### src/verilog/mds_pkg.sv
// Shared constants for the magnetic data status readout block
package mds_pkg;

  // ==========================================================
  // Register addresses on the serial register port
  localparam logic [7:0] ADDR_STATUS   = 8'h32;
  localparam logic [7:0] ADDR_X_HI     = 8'h33;
  localparam logic [7:0] ADDR_X_LO     = 8'h34;
  localparam logic [7:0] ADDR_Y_HI     = 8'h35;
  localparam logic [7:0] ADDR_Y_LO     = 8'h36;
  localparam logic [7:0] ADDR_Z_HI     = 8'h37;
  localparam logic [7:0] ADDR_Z_LO     = 8'h38;
  localparam logic [7:0] ADDR_ACC_X_HI = 8'h39;
  localparam logic [7:0] ADDR_ACC_X_LO = 8'h3A;
  localparam logic [7:0] ADDR_ACC_Y_HI = 8'h3B;
  localparam logic [7:0] ADDR_ACC_Y_LO = 8'h3C;
  localparam logic [7:0] AXIS_STRIDE   = 8'h02;

  // ==========================================================
  // Status register bit positions
  localparam int BIT_XDR   = 0;
  localparam int BIT_YDR   = 1;
  localparam int BIT_ZDR   = 2;
  localparam int BIT_XYZDR = 3;
  localparam int BIT_XOW   = 4;
  localparam int BIT_YOW   = 5;
  localparam int BIT_ZOW   = 6;
  localparam int BIT_XYZOW = 7;

  // ==========================================================
  // Reset values and widths
  localparam logic [7:0] STATUS_RST   = 8'h00;
  localparam logic [7:0] OUT_RST      = 8'h00;
  localparam logic [7:0] UNMAPPED_VAL = 8'h00;
  localparam int         MAG_W        = 16;
  localparam int         ACC_W        = 14;
  localparam int         NUM_AXES     = 3;
  localparam int         FIFO_DEPTH   = 4;
  localparam int         DEC_W        = 16;

  // ==========================================================
  // Axis codes carried with each magnetic sample
  typedef enum logic [1:0] {
    MDS_AXIS_X,
    MDS_AXIS_Y,
    MDS_AXIS_Z,
    MDS_AXIS_NONE
  } mds_axis_e;

endpackage

### src/verilog/mds_readout.sv
// Magnetic data status, output and aligned acceleration readout
`timescale 1ns/1ps

// ============================================================

// ============================================================
// Sample FIFO
module mds_fifo #(
  parameter int WIDTH = 18,
  parameter int DEPTH = 4
) (
  input  wire logic             sys_clk,
  input  wire logic             rst_n,
  input  wire logic             in_valid,
  input  wire logic [WIDTH-1:0] in_data,
  output logic                  in_ready,
  output logic                  out_valid,
  output logic [WIDTH-1:0]      out_data,
  input  wire logic             out_ready
);
  localparam int AW = (DEPTH > 1) ? $clog2(DEPTH) : 1;
  localparam int CW = $clog2(DEPTH + 1);
  localparam logic [CW-1:0] FULL_CNT = CW'(DEPTH);
  localparam logic [AW-1:0] LAST_PTR = AW'(DEPTH - 1);

  logic [WIDTH-1:0] mem_q [DEPTH];
  logic [AW-1:0]    wr_ptr_q;
  logic [AW-1:0]    rd_ptr_q;
  logic [CW-1:0]    count_q;
  logic             push;
  logic             pop;

  assign push      = in_valid && in_ready;
  assign pop       = out_valid && out_ready;
  assign in_ready  = (count_q != FULL_CNT);
  assign out_valid = (count_q != '0);
  assign out_data  = mem_q[rd_ptr_q];

  // Storage write, no reset needed on data
  always_ff @(posedge sys_clk) begin
    if (push) begin
      mem_q[wr_ptr_q] <= in_data;
    end
  end

  // Pointers and fill count
  always_ff @(posedge sys_clk or negedge rst_n) begin
    if (!rst_n) begin
      wr_ptr_q <= '0;
      rd_ptr_q <= '0;
      count_q  <= '0;
    end else begin
      if (push) begin
        wr_ptr_q <= (wr_ptr_q == LAST_PTR) ? '0 : wr_ptr_q + 1'b1;
      end
      if (pop) begin
        rd_ptr_q <= (rd_ptr_q == LAST_PTR) ? '0 : rd_ptr_q + 1'b1;
      end
      if (push && !pop) begin
        count_q <= count_q + 1'b1;
      end else if (pop && !push) begin
        count_q <= count_q - 1'b1;
      end
    end
  end
endmodule

// ============================================================
// Readout top
module mds_readout #(
  parameter int FIFO_DEPTH = mds_pkg::FIFO_DEPTH
) (
  input  wire logic                       sys_clk,
  input  wire logic                       rst_n,
  input  wire logic                       samp_valid,
  input  wire logic [1:0]                 samp_axis,
  input  wire logic [mds_pkg::MAG_W-1:0]  samp_mag,
  output logic                            samp_ready,
  input  wire logic                       acc_valid,
  input  wire logic [mds_pkg::ACC_W-1:0]  acc_x,
  input  wire logic [mds_pkg::ACC_W-1:0]  acc_y,
  input  wire logic [2:0]                 output_rate_select,
  input  wire logic [2:0]                 mag_oversample_select,
  input  wire logic                       rd_en,
  input  wire logic [7:0]                 rd_addr,
  output logic [7:0]                      rd_data,
  output logic                            rd_valid
);
  import mds_pkg::*;

  localparam int FW = 2 + MAG_W;

  logic [FW-1:0]    f_in;
  logic [FW-1:0]    f_data;
  logic             f_valid;
  logic             f_ready;
  logic             f_in_ready;
  logic             samp_ready_q;
  logic [2:0]       land_v;
  logic [2:0]       rdhi_v;
  logic [2:0]       dr_q;
  logic [2:0]       ow_q;
  logic [MAG_W-1:0] mag_q [NUM_AXES];
  logic [2:0]       seen_q;
  logic [2:0]       rdseen_q;
  logic             set_done;
  logic             all_read;
  logic             xyzdr_q;
  logic             xyzow_q;
  logic [7:0]       status;
  logic [DEC_W-1:0] dec_cnt_q;
  logic [DEC_W-1:0] dec_lim;
  logic [3:0]       dec_exp;
  logic [ACC_W-1:0] acc_dec_x_q;
  logic [ACC_W-1:0] acc_dec_y_q;
  logic [ACC_W-1:0] acc_al_x_q;
  logic [ACC_W-1:0] acc_al_y_q;
  logic [7:0]       rd_data_q;
  logic             rd_valid_q;

  // ==========================================================
  // Buffering; drain stalls on reads so set and clear never meet
  assign f_in    = {samp_axis, samp_mag};
  assign f_ready = !rd_en;

  mds_fifo #(
    .WIDTH (FW),
    .DEPTH (FIFO_DEPTH)
  ) u_fifo (
    .sys_clk   (sys_clk),
    .rst_n     (rst_n),
    .in_valid  (samp_valid && samp_ready_q),
    .in_data   (f_in),
    .in_ready  (f_in_ready),
    .out_valid (f_valid),
    .out_data  (f_data),
    .out_ready (f_ready)
  );

  // Registered ready; lags one cycle behind the fill count
  always_ff @(posedge sys_clk or negedge rst_n) begin
    if (!rst_n) begin
      samp_ready_q <= 1'b0;
    end else begin
      samp_ready_q <= f_in_ready && !(samp_valid && samp_ready_q);
    end
  end
  assign samp_ready = samp_ready_q;

  // ==========================================================
  // Per-axis landing, high-byte reads, flags and data
  generate
    for (genvar i = 0; i < NUM_AXES; i++) begin : g_axis
      assign land_v[i] = f_valid && f_ready
                         && (f_data[FW-1:MAG_W] == 2'(i));
      assign rdhi_v[i] = rd_en
                         && (rd_addr == ADDR_X_HI + 8'(i) * AXIS_STRIDE);

      always_ff @(posedge sys_clk or negedge rst_n) begin
        if (!rst_n) begin
          mag_q[i] <= {OUT_RST, OUT_RST};
        end else if (land_v[i]) begin
          mag_q[i] <= f_data[MAG_W-1:0];
        end
      end

      always_ff @(posedge sys_clk or negedge rst_n) begin
        if (!rst_n) begin
          dr_q[i] <= 1'b0;
        end else if (land_v[i]) begin
          dr_q[i] <= 1'b1;
        end else if (rdhi_v[i]) begin
          dr_q[i] <= 1'b0;
        end
      end

      always_ff @(posedge sys_clk or negedge rst_n) begin
        if (!rst_n) begin
          ow_q[i] <= 1'b0;
        end else if (land_v[i] && dr_q[i]) begin
          ow_q[i] <= 1'b1;
        end else if (rdhi_v[i]) begin
          ow_q[i] <= 1'b0;
        end
      end
    end
  endgenerate

  // ==========================================================
  // Combined set tracking
  assign set_done = (|land_v) && ((seen_q | land_v) == 3'h7);
  assign all_read = (|rdhi_v) && ((rdseen_q | rdhi_v) == 3'h7);

  // Axes landed and high bytes read since last set
  always_ff @(posedge sys_clk or negedge rst_n) begin
    if (!rst_n) begin
      seen_q   <= '0;
      rdseen_q <= '0;
    end else begin
      seen_q   <= set_done ? 3'h0 : (seen_q | land_v);
      rdseen_q <= all_read ? 3'h0 : (rdseen_q | rdhi_v);
    end
  end

  always_ff @(posedge sys_clk or negedge rst_n) begin
    if (!rst_n) begin
      xyzdr_q <= 1'b0;
    end else if (set_done) begin
      xyzdr_q <= 1'b1;
    end else if (all_read) begin
      xyzdr_q <= 1'b0;
    end
  end

  always_ff @(posedge sys_clk or negedge rst_n) begin
    if (!rst_n) begin
      xyzow_q <= 1'b0;
    end else if (set_done && xyzdr_q) begin
      xyzow_q <= 1'b1;
    end else if (all_read) begin
      xyzow_q <= 1'b0;
    end
  end

  always_comb begin
    status            = STATUS_RST;
    status[BIT_XDR]   = dr_q[0];
    status[BIT_YDR]   = dr_q[1];
    status[BIT_ZDR]   = dr_q[2];
    status[BIT_XYZDR] = xyzdr_q;
    status[BIT_XOW]   = ow_q[0];
    status[BIT_YOW]   = ow_q[1];
    status[BIT_ZOW]   = ow_q[2];
    status[BIT_XYZOW] = xyzow_q;
  end

  // ==========================================================
  // Decimation; power-of-two ratio keeps the divider a shift
  assign dec_exp = 4'({1'b0, mag_oversample_select})
                   + 4'({1'b0, output_rate_select});
  assign dec_lim = (DEC_W'(1) << dec_exp) - DEC_W'(1);

  // Keep one of every ratio samples
  always_ff @(posedge sys_clk or negedge rst_n) begin
    if (!rst_n) begin
      dec_cnt_q   <= '0;
      acc_dec_x_q <= '0;
      acc_dec_y_q <= '0;
    end else if (acc_valid) begin
      if (dec_cnt_q >= dec_lim) begin
        dec_cnt_q   <= '0;
        acc_dec_x_q <= acc_x;
        acc_dec_y_q <= acc_y;
      end else begin
        dec_cnt_q <= dec_cnt_q + 1'b1;
      end
    end
  end

  // Align with the magnetic sample landing
  always_ff @(posedge sys_clk or negedge rst_n) begin
    if (!rst_n) begin
      acc_al_x_q <= '0;
      acc_al_y_q <= '0;
    end else begin
      if (land_v[0]) begin
        acc_al_x_q <= acc_dec_x_q;
      end
      if (land_v[1]) begin
        acc_al_y_q <= acc_dec_y_q;
      end
    end
  end

  // ==========================================================
  // Register read port, data one cycle after the strobe
  // Right-justified acceleration bytes
  always_ff @(posedge sys_clk or negedge rst_n) begin
    if (!rst_n) begin
      rd_data_q  <= UNMAPPED_VAL;
      rd_valid_q <= 1'b0;
    end else begin
      rd_valid_q <= rd_en;
      if (!rd_en) begin
        rd_data_q <= rd_data_q;
      end else if (rd_addr == ADDR_STATUS) begin
        rd_data_q <= status;
      end else if (rd_addr == ADDR_X_HI) begin
        rd_data_q <= mag_q[0][15:8];
      end else if (rd_addr == ADDR_X_LO) begin
        rd_data_q <= mag_q[0][7:0];
      end else if (rd_addr == ADDR_Y_HI) begin
        rd_data_q <= mag_q[1][15:8];
      end else if (rd_addr == ADDR_Y_LO) begin
        rd_data_q <= mag_q[1][7:0];
      end else if (rd_addr == ADDR_Z_HI) begin
        rd_data_q <= mag_q[2][15:8];
      end else if (rd_addr == ADDR_Z_LO) begin
        rd_data_q <= mag_q[2][7:0];
      end else if (rd_addr == ADDR_ACC_X_HI) begin
        rd_data_q <= {2'b00, acc_al_x_q[13:8]};
      end else if (rd_addr == ADDR_ACC_X_LO) begin
        rd_data_q <= acc_al_x_q[7:0];
      end else if (rd_addr == ADDR_ACC_Y_HI) begin
        rd_data_q <= {2'b00, acc_al_y_q[13:8]};
      end else if (rd_addr == ADDR_ACC_Y_LO) begin
        rd_data_q <= acc_al_y_q[7:0];
      end else begin
        rd_data_q <= UNMAPPED_VAL;
      end
    end
  end
  assign rd_data  = rd_data_q;
  assign rd_valid = rd_valid_q;
endmodule
### config.mk
export PLATFORM = sky130hd
export DESIGN_NAME = mds_readout
export DESIGN_NICKNAME = d
export VERILOG_FILES = /design/src/verilog/mds_pkg.sv /design/src/verilog/mds_readout.sv
export SDC_FILE = /design/constraint.sdc
export NUM_CORES = 1
export LEC_CHECK = 0
export ABC_AREA = 1
export BUFFER_PORTS_ARGS = -buffer_cell sky130_fd_sc_hd__buf_2
export CAP_MARGIN = 20
export CORE_MARGIN = 2
export CORE_UTILIZATION = 30
export CTS_BUF_LIST = sky130_fd_sc_hd__clkbuf_8 sky130_fd_sc_hd__clkbuf_16
export DETAILED_ROUTE_END_ITERATION = 12
export REMOVE_ABC_BUFFERS = 1
export SYNTH_ARGS = -nofsm -noshare
export SYNTH_HDL_FRONTEND = slang
export SYNTH_SLANG_ARGS = --single-unit
### constraint.sdc
create_clock -name sys_clk -period 2 [get_ports sys_clk]
set_input_delay 0.2 -clock sys_clk [delete_from_list [all_inputs] [get_ports sys_clk]]
set_output_delay 0.2 -clock sys_clk [all_outputs]
set_load 0.05 [all_outputs]
==> results of run 1 <==
==> final cells by class <==
type / count / area share
Inverter: 104 / 0.0286
Clock inverter: 15 / 0.00525
Multi-Input combinational cell: 780 / 0.307
Sequential cell: 223 / 0.430
Clock buffer: 31 / 0.0529
Tap cell: 448 / 0.0406
Timing Repair Buffer: 212 / 0.136
==> sequential cells by signal, summed over array words and instances (netlist names), 3 cells and up <==
register and cells:
dr_q 3, rd_data 8, u_fifo.mem_q 72, acc_dec_x_q 14, dec_cnt_q 16, ow_q 3
acc_al_y_q 14, mag_q 48, acc_al_x_q 14, seen_q 3, acc_dec_y_q 14, u_fifo.count_q 3
rdseen_q 3
==> cell usage after synthesis, types with 6 or more instances <==
master	count
nand2_1	398
dfrtp_1	151
nor2_1	102
inv_1	96
o21ai_0	74
edfxtp_1	72
nand3_1	49
ha_1	27
a21oi_1	26
o22ai_1	20
buf_2	19
nand4_1	19
xor2_1	14
nor3_1	13
clkbuf_1	10
inv_2	8
buf_6	7
o211ai_1	6
==> worst max-delay path: stages <==
cell	delay [ns]
buf_8	0.07
ha_4	0.13
inv_2	0.04
fa_2	0.55
inv_2	0.06
nor3_4	0.17
nand2_1	0.09
ha_2	0.20
and2_4	0.15
nand2_4	0.07
nor2_4	0.05
xor2_2	0.18
ha_1	0.29
nand2_2	0.06
nor2_2	0.11
nand2_1	0.08
o211ai_1	0.12
nand2_1	0.10
nand3_2	0.11
nand2_4	0.07
buf_8	0.15
clkbuf_16	0.18
nand2_1	0.06
nand2_1	0.04
==> kinds of logic (layout without fill, tap and decap cells) <==
kind of cell,count (synthesis),after routing,synth area share
adder cells (fa/ha/maj),29,29,0.0367
buffers and inverters,143,362,0.0602
AO/OA/AOI/OAI,134,134,0.0740
flip-flops,223,223,0.577
AND/OR/NAND/NOR,598,598,0.237
other,1,1,0.000364
XOR/XNOR,18,18,0.0153
==> metal layers <==
metal / wire [µm] / GRT usage
met1: 12000 / 0.196
met3: 1120 / 0.0196
met4: 615 / 0.0432
met5: 0 / 0
met2: 13000 / 0.256
==> where the power goes <==
group	switching, mW	leakage [nW]	internal (mW)	total [mW]
Sequential	0.780	2.53	6.11	6.89
Clock	1.82	0.424	2.57	4.40
Combinational	3.35	3.52	2.18	5.53
Total	5.95	6.47	10.9	16.8
==> repair_timing <==
action                     in CTS  in global routing
setup endpoints to repair      44                 45
cloned                          6                  2
hold endpoints to repair      146                  0
hold buffers                   48                  0
pin swaps                      20                 41
resized for setup              84                 85
setup buffers                  13                  5
==> final timing paths <==
path,from,endpoint,slack [ns],depth (start not counted)
min in group asynchronous,rst_n,mag_q[40]$_DFFE_PN0P_,0.20,2
hold reg to reg,samp_ready$_DFF_PN0_,samp_ready$_DFF_PN0_,0.47,1
setup / recovery,output_rate_select[0],acc_dec_x_q[8]$_DFFE_PN0P_,-0.95,24
max in group asynchronous,rst_n,acc_al_y_q[5]$_DFFE_PN0P_,1.20,3
hold / removal,acc_valid,dec_cnt_q[1]$_DFFE_PN0P_,0.04,3
setup reg to reg,dec_cnt_q[3]$_DFFE_PN0P_,acc_dec_y_q[8]$_DFFE_PN0P_,-0.03,13
==> results.toml, run 1 <==
[logic_synthesis]
yosys.cell_types.count = 39
synth-seq-area-share = 0.577
yosysWarnings = 0
yosys.area.top_type = "dfrtp_1"
synthCells = 1146
synth_edf_count = 72
synth_area_leaders = "dfrtp_1, edfxtp_1, nand2_1"
synth_top_area_share = 0.367
avgSynthCellArea_um2 = 8.99
async_reset_ff_frac = 0.677
yosys_most_used_dff = "dfrtp_1"
syn-cell-area_um2 = 10300
ys_seq_elements = 223

[die]
dieWidth_um = 189
io_pins = 75
start_util = 0.306
fp-row-count = 67
coreArea_um2 = 33700
dieArea_um2 = 35800
die_y_um = 189

[timing]
fin_setup_tns_ns = -40.03
finalHoldViolCount = 0
timing.final.crit_share = 1.47
fin_skew_ns = 0.00796
max_slew_margin = 0.564
slew_viol_final = 0
finalWorstSetupSlack_ns = -0.948
max_freq_mhz = 339
fin_crit_ns = 2.95
rsz0062_at_grt = "yes"
whs_ns = 0.0351
worst_pin_slew_ns = 0.652
setup_violations = 44

[worst_setup_path]
worstSetupPathType = "in2reg"
cp.arrival_ns = 3.36
cp_max_fo = 7
critPathCaptureType = "register"
start_kind = "input port"
critical_path_required_ns = 2.41

[flow_run]
drv_cap = 0

[drt]
drtAntennaViolNets = 0
wire_per_inst_um = 14.7
vias = 8381
viasPerCell = 4.62
first_pass_iters = 5
drc_errors = 0
wirelength_mm = 26.7
drt_iter0_markers = 548

[clock_network]
h-tree-depth = 1
clock_sinks = 223
worstSkewPairLatency_ns = 0.53
cts_made_buffers = 26
cts_tree = "done"
cts-root-buf = "clkbuf_16"
clk_pin_slew_worst_paths_ns = 0.06
clockBufferDepth = 3

[final_layout]
final_common_cell = "nand2_1"
nNetsFinal = 1441
drive_gt1_frac = 0.240
final_util = 0.410
diodes = 0
multi_input_area_um2 = 4240
nFillCells = 3348
final_cell_mix = "nand2_1, dfrtp_1, inv_1"
final_area_um2 = 13800
regArea_um2 = 5940
syn_to_final_growth_pct = 34.1
post_layout_nonfiller_instances = 1813

[place]
dp_cells = 1693
place_congestion = 0.839
post-place-ws_ns = -1.67
io_buffers = 74
post-dp-hpwl_mm = 17.4
placed_area_um2 = 11600

[grt]
grt_max_degree = 49
grt_use_total = 0.149
overflow = 0
grt_pass1_wl_mm = 43.2
first_global_vias = 8459
antenna_found_initial = 0

[worst_hold_path]
hp-class = "in2reg"

[power]
power_leakage_nw = 6.47
irDropWorstVdd_v = 0.000878
powerDensity_nw_per_um2 = 1220
power_mw = 16.8

[run_status]
violations = "setup timing"
outcome = "complete, but fails checks"
(Power assumes the default switching activity.)
==> run 2, diff against run 1 <==
Settings changed: ABC_AREA 1 to unset.
==> run 2 against run 1 <==
  * The run still ends with setup timing left
  * Critical endpoint is now acc_dec_y_q[8]$_DFFE_PN0P_
  * Clock power is essentially flat
  * Global-route usage is 0.13 points lower
  * Die area grew 2.3%
  * Total power shrank 0.90%
  * Design area rose by 5.9%
  * Via count down 11%
==> results.toml, run 2 <==
[power]
irDropWorstVdd_v = 0.000818
power_mw = 16.7
seq_power_share = 0.376
clkPwrFrac = 0.263
powerDensity_nw_per_um2 = 1140
p_int_mw = 11.7
power_leakage_nw = 6.31
p_sw_frac = 0.299
p_switching_mw = 4.99
comb_power_share = 0.361

[final_layout]
nNetsFinal = 1156
largest_register_ffs = 72
syn_to_final_growth_pct = 38.7
largestRegisters = "u_fifo.mem_q (72), mag_q (48), dec_cnt_q (16)"
final_common_cell = "dfrtp_1"
final_area_um2 = 14600
post_layout_nonfiller_instances = 1536
drive_gt1_frac = 0.412
top_register = "u_fifo.mem_q"
final_cell_mix = "dfrtp_1, buf_4, edfxtp_1"

[clock_network]
clockBufferDepth = 3
clock_sinks = 223
cts-root-buf = "clkbuf_16"
clk_pin_slew_worst_paths_ns = 0.06
h-tree-depth = 1
cts_made_buffers = 25
cts_tree = "done"
worstSkewPairLatency_ns = 0.53

[worst_setup_path]
cp.arrival_ns = 3.58
cp_max_fo = 8
worstSetupPathType = "in2reg"
start_kind = "input port"
critPathCaptureType = "register"
critical_path_required_ns = 2.40

[die]
dieWidth_um = 192
die_y_um = 192
start_util = 0.305
io_pins = 75
coreArea_um2 = 34600
fp-row-count = 68
dieArea_um2 = 36700

[place]
placed_area_um2 = 12100
dp_cells = 1390
post-dp-hpwl_mm = 17.4
place_congestion = 0.812
io_buffers = 74

[logic_synthesis]
synthCells = 811
yosys_most_used_dff = "dfrtp_1"
avgSynthCellArea_um2 = 13.0
async_reset_ff_frac = 0.677
yosys.area.top_type = "dfrtp_1"
synth_area_leaders = "dfrtp_1, edfxtp_1, mux2_2"
yosys.cell_types.count = 70
synth-seq-area-share = 0.563
syn-cell-area_um2 = 10600
ys_seq_elements = 223
synth_common_cells = "dfrtp_1, edfxtp_1, mux2_2, nand2_1, nor2_1"
synth_top_area_share = 0.358
yosysMostFrequentCell = "dfrtp_1"
synth_edf_count = 72
yosysWarnings = 0

[flow_run]
drv_cap = 0

[drt]
viasPerCell = 4.88
drt_iter0_markers = 380
first_pass_iters = 5
drtAntennaViolNets = 0
vias = 7490
drc_errors = 0
wire_per_inst_um = 17.7
wirelength_mm = 27.1

[grt]
grt_max_degree = 49
antenna_found_initial = 0
grt_pass1_wl_mm = 42.4
overflow = 0
first_global_vias = 7607
grt_use_total = 0.147

[timing]
timing.final.crit_share = 1.59
max_freq_mhz = 314
worst_pin_slew_ns = 0.520
slew_viol_final = 0
fin_crit_ns = 3.19
setup_violations = 131
rsz0062_at_grt = "yes"
finalHoldViolCount = 0
finalWorstSetupSlack_ns = -1.19
max_slew_margin = 0.654
fin_skew_ns = 0.0133

[worst_hold_path]
hp-class = "in2reg"

[run_status]
violations = "setup timing"
outcome = "complete, but fails checks"
-- run 2: changes by cell type after synthesis, sizes merged, moves of 11 or more --
cell / change
nor2b: +14
nand4: -14
nand2b: +19
a31oi: +11
and3: +12
o22ai: -13
nor2: -70
nand2: -352
inv: -81
o21ai: -42
nand3: -38
mux2: +100
mux4: +18
-- run 2: timing repair --
| item | CTS | global route |
|---|---|---|
| hold endpoints to repair | 146 | 0 |
| hold buffers | 48 | 0 |
| endpoints found under the setup margin | 121 | 132 |
| gates resized for setup | 139 | 65 |
| pin swaps | 24 | 22 |
| cloned | 10 | 1 |
| buffers inserted | 33 | 19 |
-- run 2: power groups by stage --
stage / combinational, mW / clock, mW / sequential [mW]
final: 6.01 / 4.39 / 6.26
after global routing: 6.45 / 4.71 / 6.37
after CTS: 5.72 / 4.47 / 6.24
after detailed placement: 4.23 / 0 / 6.29
after global placement: 4.13 / 0 / 6.26
after floorplan: 2.44 / 0 / 6.34
-- run 2: worst paths after layout --
path                                           startpoint                          to  depth (start not counted)  slack, ns
setup / recovery                 mag_oversample_select[0]  acc_dec_y_q[8]$_DFFE_PN0P_                         20      -1.19
hold / removal                                  acc_valid    dec_cnt_q[0]$_DFFE_PN0P_                          3       0.09
setup reg to reg           u_fifo.rd_ptr_q[0]$_DFFE_PN0P_  acc_al_x_q[11]$_DFFE_PN0P_                          7      -0.32
hold reg to reg                acc_dec_x_q[0]$_DFFE_PN0P_   acc_al_x_q[0]$_DFFE_PN0P_                          2       0.50
max in group asynchronous                           rst_n  acc_dec_y_q[8]$_DFFE_PN0P_                          3       1.18
min in group asynchronous                           rst_n       mag_q[35]$_DFFE_PN0P_                          2       0.21
-- run 2: cell type report --
cell class              count  area (µm²)
well taps                 455         569
clock buffers              28         667
fillers                  3223       20000
diodes                      1        2.50
repair buffers            267        2480
multi-input cells         521        4750
inverters                  24        92.6
flip-flops and latches    223        5940
clock inverters            17         126
-- run 2: logic make-up (layout without fill, tap and decap cells) --
logic type      count (synthesis)  count (layout)  synth area share
simple gates                  198             198             0.104
mux                           122             122             0.153
other cells                     1               2          0.000355
xor+xnor                       17              17            0.0141
flops                         223             223             0.563
buf+inv                        67             336            0.0343
fa+ha+maj                      29              29            0.0358
compound gates                154             154            0.0962
-- run 2: stage by stage --
stage               hold WS (ns)  setup TNS, ns  setup WS (ns)   util
global route              0.0984         -76.45          -1.31  0.423
detailed placement         0.183         -90.28          -2.00  0.349
finish                    0.0904         -65.59          -1.19  0.423
global placement           0.184         -86.53          -1.94  0.349
floorplan                -0.0956        -169.52          -2.51      -
CTS                       0.0835         -68.03          -1.21  0.416
-- run 2: worst max-delay path, cell delays in order --
cell and delay [ns]:
buf_6 0.08, ha_4 0.13, inv_2 0.04, fa_2 0.38
xnor2_4 0.17, nor2_4 0.13, nand3_2 0.11, ha_4 0.17
or2_4 0.23, o21a_1 0.17, o21ai_1 0.11, a21oi_1 0.08
ha_1 0.31, nand2_2 0.09, o21ai_2 0.06, a211o_1 0.24
a41o_2 0.27, buf_6 0.14, buf_12 0.14, mux2_4 0.29
-- run 2: metal layers --
metal	track usage	wire [µm]	vias to the layer above
met4	0.0266	443	0
met1	0.213	12900	3774
met3	0.0211	1120	35
met5	0	0	-
li1	-	-	3511
met2	0.237	12700	170
==> run 3, diff against run 2 <==
Settings changed: ABC_AREA set to 1, SKIP_LAST_GASP set to 1.
Clock period 2 ns to 3.9 ns, I/O delays scaled along.
==> run 3 against run 2 <==
  * The run now ends clean
  * Highest routed layer is now met5
  * Sequential power decreased by 44%
  * Die area decreased by 2.3%
  * Clock power decreased by 45%
  * Setup slack improved by 1.6 ns
==> results.toml, run 3 (synthesized netlist as in run 1, its figures left out) <==
[run_status]
outcome = "completed"

[grt]
met1_usage = 0.190
antenna_found_initial = 2
busiest_layer = "met2"
grt_util_met3 = 0.0213
first_global_vias = 7548
grt_max_degree = 85
grt_pass1_wl_mm = 39.7
use_met2 = 0.220
grt_use_total = 0.136
overflow = 0

[final_layout]
final_common_cell = "nand2_1"
multi_input_area_um2 = 3740
top_register = "u_fifo.mem_q"
syn_to_final_growth_pct = 17.1
regArea_um2 = 5940
nNetsFinal = 1323
post_layout_nonfiller_instances = 1697
largest_register_ffs = 72
drive_gt1_frac = 0.129
largestRegisters = "u_fifo.mem_q (72), mag_q (48), dec_cnt_q (16)"
nFillCells = 3478
final_cell_mix = "nand2_1, dfrtp_1, nor2_1"

[worst_hold_path]
hp-class = "in2reg"
hold_start = "samp_valid"

[drt]
drt_iter0_markers = 566
viasPerCell = 4.55
wire_per_inst_um = 14.1
drc_errors = 0
drtAntennaViolNets = 0
wirelength_mm = 23.9
first_pass_iters = 5
vias = 7719

[power]
powerDensity_nw_per_um2 = 674
power_mw = 8.14
power_leakage_nw = 5.68
irDropWorstVdd_v = 0.000411

[timing]
max_slew_margin = 0.478
worst_pin_slew_ns = 0.783
timing.final.crit_share = 0.890
setup_violations = 0
finalHoldViolCount = 0
whs_ns = 0.0354
slew_viol_final = 0
fin_setup_tns_ns = 0
rsz0062_at_grt = "no"
fin_skew_ns = 0.0117
max_freq_mhz = 288
fin_crit_ns = 3.47

[clock_network]
clock_sinks = 223
clockBufferDepth = 3
cts-root-buf = "clkbuf_16"
cts_made_buffers = 25
h-tree-depth = 1
ctsResizeCount = 0
worstSkewPairLatency_ns = 0.54
cts_tree = "done"
clk_pin_slew_worst_paths_ns = 0.06

[worst_setup_path]
critPathCaptureType = "register"
critical_path_required_ns = 4.37
cp-startpoint = "output_rate_select[0]"
cp_max_fo = 40
worstSetupPathType = "in2reg"
start_kind = "input port"
reg2reg_from = "u_fifo.rd_ptr_q[1]$_DFFE_PN0P_"
cp.arrival_ns = 3.94

[place]
io_buffers = 74
post-dp-hpwl_mm = 16.2
place_congestion = 0.822
dp_cells = 1649

[die]
die_y_um = 189
io_pins = 75
dieWidth_um = 189
fp-row-count = 67
start_util = 0.306
coreArea_um2 = 33700
dieArea_um2 = 35800

[flow_run]
drv_cap = 0
-- run 3: cell count changes in the layout (fill, tap and decap cells not counted), moves of 15 or more --
cell           delta
nand2_1         +360
nor2_1           +82
inv_1            +75
mux2_4           -71
buf_4            -66
o21ai_0          +53
dlygate4sd3_1    -47
nand3_1          +39
buf_6            -33
mux2_2           -29
nand2b_1         -19
buf_12           -18
mux4_2           -15
-- run 3: power breakdown --
part / internal, mW / switching [mW] / total, mW
Clock: 1.45 / 0.962 / 2.41
Sequential: 3.13 / 0.366 / 3.50
Combinational: 0.716 / 1.51 / 2.23
Total: 5.30 / 2.84 / 8.14
-- run 3: area by class of cell --
type,count,area share
antenna,1,0.000207
clock buffer,32,0.0598
clock inverter,14,0.0121
inverter,104,0.0324
multi-input combinational,780,0.310
sequential,223,0.492
tap,448,0.0465
timing repair buffer,95,0.0466
-- run 3: timing repair --
item,in CTS,in global routing
hold buffers,1,0
endpoints found under the hold margin,83,0
buffers inserted,0,0
-- run 3: final timing paths --
kind	slack (ns)	cells after the start	endpoint
setup / recovery	0.43	26	acc_dec_y_q[1]$_DFFE_PN0P_
hold / removal	0.04	2	samp_ready$_DFF_PN0_
setup reg to reg	1.39	8	acc_al_x_q[8]$_DFFE_PN0P_
hold reg to reg	0.46	1	samp_ready$_DFF_PN0_
max in group asynchronous	2.55	3	acc_dec_x_q[5]$_DFFE_PN0P_
min in group asynchronous	0.49	2	rd_data[0]$_DFFE_PN0P_
-- run 3: metal layers --
| metal | share of wire | up-vias |
|---|---|---|
| met1 | 0.47 | 3654 |
| met5 | 0.00054 | - |
| met3 | 0.045 | 34 |
| li1 | - | 3874 |
| met2 | 0.46 | 155 |
| met4 | 0.021 | 2 |
-- run 3: metrics by stage --
| stage | util | instance area, µm² | setup slack [ns] |
|---|---|---|---|
| after global routing | 0.358 | 12100 | 0.0578 |
| after global placement | 0.332 | 11200 | 0.0734 |
| after floorplan | - | 10100 | -0.777 |
| after CTS | 0.358 | 12100 | 0.458 |
| final | 0.358 | 12100 | 0.429 |
| after detailed placement | 0.332 | 11200 | -0.0803 |
-- run 3: critical path, cell delays in order --
cell and delay (ns):
buf_2 0.08, ha_1 0.15, inv_1 0.06, fa_1 0.37, xnor2_1 0.33, inv_1 0.16, nand4_1 0.12, ha_1 0.18
and2_1 0.18, nand2_1 0.10, nor2_1 0.19, nand2_1 0.08, nand2_1 0.05, nand2_1 0.05, ha_1 0.26, nand2_1 0.05
inv_1 0.05, nand3_1 0.08, nor3_1 0.22, nand3_1 0.11, nand3_1 0.11, nand2_1 0.09, inv_1 0.10, buf_12 0.22
nand2_1 0.09, nand2_1 0.06
